===== src/logic/pcs_regs_pkg.sv =====
// Package: register map, field positions and reset values of the PCS error and fault bank
package pcs_regs_pkg;

	// Register indices as printed; byte address is four times the index
	localparam logic [11:0] idx_framing = 12'h015;
	localparam logic [11:0] idx_parity = 12'h016;
	localparam logic [11:0] idx_hw_err = 12'h017;
	localparam logic [11:0] idx_ber = 12'h018;
	localparam logic [11:0] idx_test = 12'h019;
	localparam logic [11:0] idx_tally = 12'h01a;
	localparam logic [11:0] idx_fseq = 12'h01b;
	localparam logic [11:0] idx_phy_rst = 12'h01d;
	localparam logic [11:0] idx_mac_rst = 12'h121;
	localparam logic [11:0] idx_fault_cfg = 12'h122;

	localparam int lane_count = 20;
	localparam int hw_err_width = 9;

	// Field positions
	localparam int framing_any_bit = 31;
	localparam int ber_enable_bit = 1;
	localparam int ber_high_bit = 0;
	localparam int test_tx_bit = 0;
	localparam int test_rx_bit = 1;
	localparam int test_clear_bit = 2;
	localparam int fseq_enable_bit = 0;
	localparam int remote_status_bit = 5;
	localparam int local_status_bit = 4;
	localparam int remote_cfg_lsb = 2;
	localparam int local_cfg_lsb = 0;

	// Reset value and tally saturation limit
	localparam logic [31:0] reg_reset = 32'h0000_0000;
	localparam logic [31:0] tally_max = 32'hffff_ffff;

	// Transmit action chosen on a fault
	typedef enum logic [1:0] {
		tx_normal,
		tx_idle,
		tx_remote_fault
	} fault_action_t;

endpackage


===== src/logic/sync_flag.sv =====
// Module: three-stage synchroniser for a vector of flags from outside the pclk domain
`timescale 1ns/10ps
module sync_flag
	import pcs_regs_pkg::*;
#(
	parameter int width = 1
) (
	// Clock and reset
	input wire logic pclk,
	input wire logic presetn,
	input wire logic clk_en,
	// Data
	input wire logic [width-1:0] async_in,
	output logic [width-1:0] sync_out
);

	logic [width-1:0] stage1_reg;
	logic [width-1:0] stage2_reg;
	logic [width-1:0] stage3_reg;

	// Stage one feeds only stage two; a change counts once two and three agree
	always_ff @(posedge pclk or negedge presetn) begin
		if (!presetn) begin
			stage1_reg <= '0;
			stage2_reg <= '0;
			stage3_reg <= '0;
			sync_out <= '0;
		end else if (clk_en) begin
			stage1_reg <= async_in;
			stage2_reg <= stage1_reg;
			stage3_reg <= stage2_reg;
			for (int i = 0; i < width; i++) begin
				if (stage2_reg[i] == stage3_reg[i]) begin
					sync_out[i] <= stage3_reg[i];
				end
			end
		end
	end

endmodule // sync_flag


===== src/logic/sat_tally.sv =====
// Module: saturating 32-bit error tally with held clear
`timescale 1ns/10ps
module sat_tally
	import pcs_regs_pkg::*;
(
	// Clock and reset
	input wire logic pclk,
	input wire logic presetn,
	input wire logic clk_en,
	// Control
	input wire logic clear,
	input wire logic count_en,
	input wire logic error,
	// Value
	output logic [31:0] tally
);

	always_ff @(posedge pclk or negedge presetn) begin
		if (!presetn) begin
			tally <= reg_reset;
		end else if (clk_en) begin
			if (clear) begin
				tally <= reg_reset;
			end else if (count_en && error && tally != tally_max) begin
				tally <= tally + 32'h0000_0001;
			end
		end
	end

endmodule // sat_tally


===== src/logic/pcs_error_test_fault_regs.sv =====
// Module: APB register bank for PCS error flags, BER, test pattern and fault signalling
//
// Behaviour
// - Twenty per-lane framing flags, clear on read
// - Bit 31 summarises any lane framing error
// - Twenty per-lane parity flags, clear on read
// - Bits 8 and 7 report phase compensation
// - Bit 6 reports deskew failure
// - Bits 5 and 2 report section parity
// - Bits 4 and 3 report receive FIFO faults
// - Bits 1 and 0 report transmit FIFO faults
// - Error_rate_watch runs only while enabled
// - Bit 0 shows high bit error rate
// - Bits 0 and 1 enable test modes
// - Bit 2 clears the test tally
// - Saturating 32-bit test pattern error tally
// - Enable bit gates remote fault sequence
// - Bits 5 and 4 show fault status
// - Remote fault field picks transmit action
// - Local fault field picks transmit action
// - Writing one starts that reset
// - PHY reset bits: PMA, PCS tx, rx
// - MAC reset bits: MAC tx, rx
//
// Our own choice: register access over APB.
`timescale 1ns/10ps
module pcs_error_test_fault_regs
	import pcs_regs_pkg::*;
(
	// APB slave
	input wire logic pclk,
	input wire logic presetn,
	input wire logic clk_en,
	input wire logic psel,
	input wire logic penable,
	input wire logic pwrite,
	input wire logic [13:0] paddr,
	input wire logic [31:0] pwdata,
	output logic [31:0] prdata,
	output logic pready,
	output logic pslverr,
	// Lane error events, pulses in pclk domain
	input wire logic [19:0] framing_err_evt,
	input wire logic [19:0] parity_err_evt,
	// Hardware error levels from other clock domains
	input wire logic [8:0] hw_err_in,
	// Error_rate_watch interface
	input wire logic high_ber_in,
	output logic error_rate_watch_en,
	// Test pattern
	input wire logic test_pattern_err,
	output logic tx_test_en,
	output logic rx_test_en,
	// Link fault
	input wire logic remote_fault_in,
	input wire logic local_fault_in,
	output logic fault_seq_en,
	output logic [1:0] tx_fault_action,
	// Resets
	output logic pma_reset,
	output logic pcs_tx_reset,
	output logic pcs_rx_reset,
	output logic mac_tx_reset,
	output logic mac_rx_reset
);

	////////////////////////////////////////////////////////////////////////////////
	// Bus decode

	logic [11:0] index;
	logic word_ok;
	logic mapped;
	logic wr_en;
	logic rd_en;

	assign index = paddr[13:2];
	assign word_ok = paddr[1:0] == 2'h0;

	function automatic logic is_mapped(input logic [11:0] idx);
		is_mapped = (idx == idx_framing) || (idx == idx_parity) || (idx == idx_hw_err) ||
			(idx == idx_ber) || (idx == idx_test) || (idx == idx_tally) ||
			(idx == idx_fseq) || (idx == idx_phy_rst) || (idx == idx_mac_rst) ||
			(idx == idx_fault_cfg);
	endfunction

	function automatic fault_action_t decode_action(input logic [1:0] cfg);
		unique case (cfg)
			2'h1: decode_action = tx_idle;
			2'h3: decode_action = tx_remote_fault;
			default: decode_action = tx_normal;
		endcase
	endfunction

	// Single wait-free access phase keeps the bank simple
	assign mapped = word_ok && is_mapped(index);
	assign pready = 1'b1;
	assign pslverr = psel && penable && !mapped;
	assign wr_en = clk_en && psel && penable && pwrite && mapped;
	assign rd_en = clk_en && psel && penable && !pwrite && mapped;

	////////////////////////////////////////////////////////////////////////////////
	// Synchronised status inputs

	logic [8:0] hw_err_sync;
	logic [2:0] stat_sync;

	sync_flag #(.width(hw_err_width)) u_hw_sync (
		.pclk(pclk),
		.presetn(presetn),
		.clk_en(clk_en),
		.async_in(hw_err_in),
		.sync_out(hw_err_sync)
	);

	sync_flag #(.width(3)) u_stat_sync (
		.pclk(pclk),
		.presetn(presetn),
		.clk_en(clk_en),
		.async_in({high_ber_in, remote_fault_in, local_fault_in}),
		.sync_out(stat_sync)
	);

	////////////////////////////////////////////////////////////////////////////////
	// Clear-on-read lane flags

	logic [19:0] framing_reg;
	logic framing_any_reg;
	logic [19:0] parity_reg;
	logic rd_framing;
	logic rd_parity;

	assign rd_framing = rd_en && index == idx_framing;
	assign rd_parity = rd_en && index == idx_parity;

	// Set wins over the read clear so an event in the read cycle stays visible
	always_ff @(posedge pclk or negedge presetn) begin
		if (!presetn) begin
			framing_reg <= '0;
			framing_any_reg <= 1'b0;
		end else if (clk_en) begin
			framing_reg <= (rd_framing ? 20'h0_0000 : framing_reg) | framing_err_evt;
			framing_any_reg <= (rd_framing ? 1'b0 : framing_any_reg) | (|framing_err_evt);
		end
	end

	always_ff @(posedge pclk or negedge presetn) begin
		if (!presetn) begin
			parity_reg <= '0;
		end else if (clk_en) begin
			parity_reg <= (rd_parity ? 20'h0_0000 : parity_reg) | parity_err_evt;
		end
	end

	////////////////////////////////////////////////////////////////////////////////
	// Control registers

	logic ber_en_reg;
	logic [2:0] test_reg;
	logic fseq_reg;
	logic [3:0] fault_cfg_reg;
	logic [2:0] phy_rst_reg;
	logic [1:0] mac_rst_reg;

	always_ff @(posedge pclk or negedge presetn) begin
		if (!presetn) begin
			ber_en_reg <= 1'b0;
			test_reg <= '0;
			fseq_reg <= 1'b0;
			fault_cfg_reg <= '0;
			phy_rst_reg <= '0;
			mac_rst_reg <= '0;
		end else if (wr_en) begin
			unique case (index)
				idx_ber: ber_en_reg <= pwdata[ber_enable_bit];
				idx_test: test_reg <= pwdata[2:0];
				idx_fseq: fseq_reg <= pwdata[fseq_enable_bit];
				idx_fault_cfg: fault_cfg_reg <= pwdata[3:0];
				idx_phy_rst: phy_rst_reg <= pwdata[2:0];
				idx_mac_rst: mac_rst_reg <= pwdata[1:0];
				default: ;
			endcase
		end
	end

	assign error_rate_watch_en = ber_en_reg;
	assign tx_test_en = test_reg[test_tx_bit];
	assign rx_test_en = test_reg[test_rx_bit];
	assign fault_seq_en = fseq_reg;
	// Resets follow the bits; software sequences them, PHY before MAC
	assign pma_reset = phy_rst_reg[2];
	assign pcs_tx_reset = phy_rst_reg[1];
	assign pcs_rx_reset = phy_rst_reg[0];
	assign mac_tx_reset = mac_rst_reg[1];
	assign mac_rx_reset = mac_rst_reg[0];

	////////////////////////////////////////////////////////////////////////////////
	// BER status, test tally

	logic high_ber;
	logic [31:0] tally;

	// High BER only reported while monitor runs
	assign high_ber = ber_en_reg & stat_sync[2];

	sat_tally u_tally (
		.pclk(pclk),
		.presetn(presetn),
		.clk_en(clk_en),
		.clear(test_reg[test_clear_bit]),
		.count_en(test_reg[test_rx_bit]),
		.error(test_pattern_err),
		.tally(tally)
	);

	////////////////////////////////////////////////////////////////////////////////
	// Fault action

	logic remote_fault;
	logic local_fault;
	fault_action_t action_next;
	fault_action_t action_reg;

	assign remote_fault = stat_sync[1];
	assign local_fault = stat_sync[0];

	// Remote fault takes priority; sequence suppressed while enable is clear
	always_comb begin
		action_next = tx_normal;
		if (remote_fault) begin
			action_next = decode_action(fault_cfg_reg[3:2]);
		end else if (local_fault) begin
			action_next = decode_action(fault_cfg_reg[1:0]);
		end
		if (action_next == tx_remote_fault && !fseq_reg) begin
			action_next = tx_idle;
		end
	end

	always_ff @(posedge pclk or negedge presetn) begin
		if (!presetn) begin
			action_reg <= tx_normal;
		end else if (clk_en) begin
			action_reg <= action_next;
		end
	end

	assign tx_fault_action = action_reg;

	////////////////////////////////////////////////////////////////////////////////
	// Read mux

	logic [31:0] rd_next;

	always_comb begin
		rd_next = reg_reset;
		unique case (index)
			idx_framing: begin
				rd_next[19:0] = framing_reg;
				rd_next[framing_any_bit] = framing_any_reg;
			end
			idx_parity: rd_next[19:0] = parity_reg;
			idx_hw_err: rd_next[8:0] = hw_err_sync;
			idx_ber: begin
				rd_next[ber_enable_bit] = ber_en_reg;
				rd_next[ber_high_bit] = high_ber;
			end
			idx_test: rd_next[2:0] = test_reg;
			idx_tally: rd_next = tally;
			idx_fseq: rd_next[fseq_enable_bit] = fseq_reg;
			idx_phy_rst: rd_next[2:0] = phy_rst_reg;
			idx_mac_rst: rd_next[1:0] = mac_rst_reg;
			idx_fault_cfg: begin
				rd_next[3:0] = fault_cfg_reg;
				rd_next[remote_status_bit] = remote_fault;
				rd_next[local_status_bit] = local_fault;
			end
			default: rd_next = reg_reset;
		endcase
		if (!word_ok) begin
			rd_next = reg_reset;
		end
	end

	// Data captured in the setup cycle so it is stable during the access phase
	always_ff @(posedge pclk or negedge presetn) begin
		if (!presetn) begin
			prdata <= reg_reset;
		end else if (clk_en && psel && !penable) begin
			prdata <= rd_next;
		end
	end
endmodule // pcs_error_test_fault_regs


===== config.mk =====
export PLATFORM = sky130hd
export DESIGN_NAME = pcs_error_test_fault_regs
export DESIGN_NICKNAME = d
export VERILOG_FILES = /design/src/logic/pcs_regs_pkg.sv /design/src/logic/sync_flag.sv /design/src/logic/sat_tally.sv /design/src/logic/pcs_error_test_fault_regs.sv
export SDC_FILE = /design/constraint.sdc
export NUM_CORES = 1
export LEC_CHECK = 0
export ABC_CLOCK_PERIOD_IN_PS = 3600
export BUFFER_PORTS_ARGS = -buffer_cell sky130_fd_sc_hd__buf_4
export CAP_MARGIN = 5
export CORE_MARGIN = 1
export CORE_UTILIZATION = 55
export CTS_CLUSTER_DIAMETER = 50
export DETAILED_ROUTE_END_ITERATION = 6
export PLACE_DENSITY = 0.88
export SETUP_SLACK_MARGIN = 0.3
export SLEW_MARGIN = 20
export SYNTH_ARGS = -nofsm -noshare
export SYNTH_HDL_FRONTEND = slang
export SYNTH_SLANG_ARGS = --single-unit

===== constraint.sdc =====
create_clock -name pclk -period 3.6 [get_ports pclk]
set_input_delay 0.18 -clock pclk [delete_from_list [all_inputs] [get_ports pclk]]
set_output_delay 0.18 -clock pclk [all_outputs]
set_load 0.02 [all_outputs]

==> results.toml <==
[status]
run_status = "complete, no violations"

[die]
design.core.area_um2 = 14040
die_boundary_width_um = 122.7
initial_core_util_pct = 57.02
die_y_um = 122.7
floorplan.rows = 43
boundaryPins = 150
dieArea_um2 = 15040

[power]
internal-power_w = 0.003257
power_switching_w = 0.001092
power.switching_fraction_pct = 25.10
share_seq_of_total_power_pct = 48.0
clk_network_pwr_share_pct = 42.9
power.ir.vdd_worst_uv = 335.7
total_power_w = 0.004349
cellLeakagePower_nw = 4.358
power-per-cell-area_nw_per_um2 = 432.5
pwr-share-comb_pct = 9.1

[sta]
clock_skew_ns = 0.008182
setup_repair_after_global_routing_missed_its_margin = "no"
post-route-worst-setup-slack_ns = 0.9891
maxSlewHeadroom_pct = 43.32
final-max-slew-violation-count = 0
period_share_pct = 72.52
timing_hold_violations_final = 0
max_slew.worst_pin.slew_ns = 0.8503
min_period_ns = 2.611
fin_setup_tns_ns = 0
final_setup_violating_endpoints = 0
max_clock_freq_ghz = 0.3830

[critical_path]
path_class = "register to register"
critical_path_arrival_ns = 2.96
worst_r2r_path_depth = 5
worst_setup_path_start_kind = "register"
crit_path_end_kind = "register"
critical_path_peak_fanout = 17
endpoint_required_time_on_the_critical_path_ns = 3.95

[grt]
grt_overflow_total = 0
grt_max_degree = 108
wire_length_of_the_first_global_routing_pass_um = 34740
antenna_violations_before_repair = 0
grt_util_all_layers_pct = 30.59
grt_pass1_vias = 6627

[logic_synthesis]
post_synth.cell_area_avg_um2 = 11.04
synth.net_count = 831
post_synth_num_cell_types = 71
synth_most_common_cell = "sky130_fd_sc_hd__dfrtp_1"
synthArstFlopShare_pct = 100.0
synthesized_flop_and_latch_total = 169
yosys_warnings = 0
synth_largest_type_area_fraction_pct = 52.82
synthTopCellsByArea = "sky130_fd_sc_hd__dfrtp_1 53%, sky130_fd_sc_hd__mux2_2 7.6%, sky130_fd_sc_hd__a22o_1 5.7%, sky130_fd_sc_hd__a22oi_1 3.5%, sky130_fd_sc_hd__a21oi_1 2.7%"
netlist.top_cell.by_area = "sky130_fd_sc_hd__dfrtp_1"
dominantRegCellSynth = "sky130_fd_sc_hd__dfrtp_1"
synth.top_cells.by_count = "169 x sky130_fd_sc_hd__dfrtp_1, 54 x sky130_fd_sc_hd__mux2_2, 52 x sky130_fd_sc_hd__a22o_1, 45 x sky130_fd_sc_hd__nand2_1, 43 x sky130_fd_sc_hd__a21oi_1"
netlist_area_um2 = 8006
yosysSeqAreaShare_pct = 52.82
postSynthCellCount = 725
synth_edf_count = 0

[drt]
via_count = 6826
drt.antenna.violating_nets = 0
drt-wirelength-per-cell_um = 20.19
detail_route.vias_per_cell = 6.409
drt_wl_total_um = 21500
dr.first_iter.drc_count = 631
drtPass1Iterations = 6
drt_drc_violations_left = 0

[place]
routabilityCongestion = 0.8749
io_buffer_count = 120
dp_slack_ns = 1.049
post-dp-hpwl_um = 14050

[cells_and_area]
final_nets = 978
post_route_cells_drive_above_1_share_pct = 26.67
reg_top3 = "prdata (32), u_tally.tally (32)"
area_growth_syn_to_layout_pct = 25.60
antenna_diodes = 0

[clock_network]
root_buffer = "sky130_fd_sc_hd__clkbuf_16"
clock_insertion_delay_worst_skew_ns = 0.44
cts.clk_slew.worst_paths_ns = 0.07
max-clock-path-buffers = 2
cts_buffers = 17
cts_resized = 0
number_of_buffers_inserted_for_hold_repair_after_clock_tree_synthesis = 43
tritoncts = "built"
cts_htree_levels = 4
numClockSinks = 169
cts_setup_buffers = 0

[min_path]
whs_path_depth = 2
holdCritPathClass = "input pin to register"

[flow_run]
max_cap_viol_count = 0
worst paths after layout:
kind,slack [ns],endpoint,start
max in group asynchronous,2.27,framing_reg[7],presetn
max reg2reg,0.99,u_tally.tally[13],u_tally.tally[15]
min reg2reg,0.49,u_hw_sync.sync_out[5],u_hw_sync.stage3_reg[5]
min,0.0006,framing_reg[4],framing_err_evt[4]
min in group asynchronous,0.39,parity_reg[13],presetn
max,0.99,u_tally.tally[13],u_tally.tally[15]
stage by stage:
stage / cells / util [%] / hold WS, ns / area, um2
2_1_floorplan: 725 / - / -0.1156 / 8006
3_3_place_gp: 990 / 64.24 / 0.2954 / 9021
3_5_place_dp: 990 / 64.24 / 0.2931 / 9021
4_1_cts: 1065 / 71.59 / 0.001153 / 10050
5_1_grt: 1065 / 71.61 / 0.005990 / 10060
6_report: 1065 / 71.61 / 0.0005628 / 10060
cell usage in the layout, fill, tap and decap left out, types with 3 or more instances in the layout:
| cell | n |
|---|---|
| sky130_fd_sc_hd__a211o_1 | 3 |
| sky130_fd_sc_hd__dlygate4sd3_1 | 43 |
| sky130_fd_sc_hd__mux2_2 | 54 |
| sky130_fd_sc_hd__or3_1 | 11 |
| sky130_fd_sc_hd__and2_1 | 4 |
| sky130_fd_sc_hd__a31oi_1 | 4 |
| sky130_fd_sc_hd__inv_6 | 3 |
| sky130_fd_sc_hd__and3_1 | 7 |
| sky130_fd_sc_hd__o21ai_0 | 31 |
| sky130_fd_sc_hd__a22o_1 | 52 |
| sky130_fd_sc_hd__a32oi_1 | 3 |
| sky130_fd_sc_hd__nand2_1 | 45 |
| sky130_fd_sc_hd__a2bb2oi_1 | 4 |
| sky130_fd_sc_hd__o311ai_0 | 4 |
| sky130_fd_sc_hd__a21oi_1 | 43 |
| sky130_fd_sc_hd__clkbuf_16 | 17 |
| sky130_fd_sc_hd__dfrtp_1 | 169 |
| sky130_fd_sc_hd__xnor2_1 | 5 |
| sky130_fd_sc_hd__and4_1 | 5 |
| sky130_fd_sc_hd__nand3_1 | 22 |
| sky130_fd_sc_hd__nand2b_1 | 18 |
| sky130_fd_sc_hd__buf_4 | 129 |
| sky130_fd_sc_hd__clkinvlp_4 | 4 |
| sky130_fd_sc_hd__nor2_1 | 38 |
| sky130_fd_sc_hd__nor2b_1 | 5 |
| sky130_fd_sc_hd__o31ai_1 | 6 |
| sky130_fd_sc_hd__inv_1 | 7 |
| sky130_fd_sc_hd__nor3_1 | 7 |
| sky130_fd_sc_hd__o211ai_1 | 6 |
| sky130_fd_sc_hd__a22oi_1 | 37 |
| sky130_fd_sc_hd__or4_1 | 11 |
| sky130_fd_sc_hd__nor4_1 | 12 |
| sky130_fd_sc_hd__nand4_1 | 11 |
| sky130_fd_sc_hd__mux2i_1 | 6 |
| sky130_fd_sc_hd__nor3_2 | 3 |
power by group through the flow:
| stage | combinational [W] | sequential, W | clock, W |
|---|---|---|---|
| final | 0.000396 | 0.00209 | 0.00187 |
| after global routing | 0.000435 | 0.00210 | 0.00194 |
| after detailed placement | 0.000351 | 0.00212 | 0 |
| after floorplan | 0.000197 | 0.00209 | 0 |
| after CTS | 0.000394 | 0.00208 | 0.00186 |
| after global placement | 0.000341 | 0.00211 | 0 |
final cells by class:
| type | count | area, um2 |
|---|---|---|
| Fill cell | 904 | 3986 |
| Tap cell | 180 | 225.2 |
| Inverter | 7 | 26.28 |
| Clock buffer | 18 | 439.2 |
| Multi-Input combinational cell | 503 | 3553 |
| Clock inverter | 14 | 161.4 |
| Sequential cell | 169 | 4229 |
| Timing Repair Buffer | 174 | 1421 |
cell families after synthesis:
family / share of synthesized area [%]
mux: 8.345
simple gates: 15.24
compound gates: 19.83
buf+inv: 2.797
xor+xnor: 0.7658
fa+ha+maj: 0.1562
other cells: 0.04684
flops: 52.82
metal layers:
| metal | GRT usage [%] | share of wire (%) | vias to the layer above |
|---|---|---|---|
| li1 | - | - | 3083 |
| met1 | 41.35 | 41 | 3347 |
| met2 | 48.91 | 49 | 349 |
| met3 | 6.041 | 7.9 | 47 |
| met4 | 11.43 | 2.4 | 0 |
| met5 | 0 | 0 | - |
worst max-delay path: stages, from the launching register on:
cell	delay, ns
sky130_fd_sc_hd__dfrtp_1	0.53
sky130_fd_sc_hd__nand4_4	0.17
sky130_fd_sc_hd__or4_1	0.77
sky130_fd_sc_hd__o31ai_4	0.65
sky130_fd_sc_hd__o21ai_0	0.22
sky130_fd_sc_hd__a21oi_1	0.18
No activity file was read; power rests on OpenSTA's default activity.
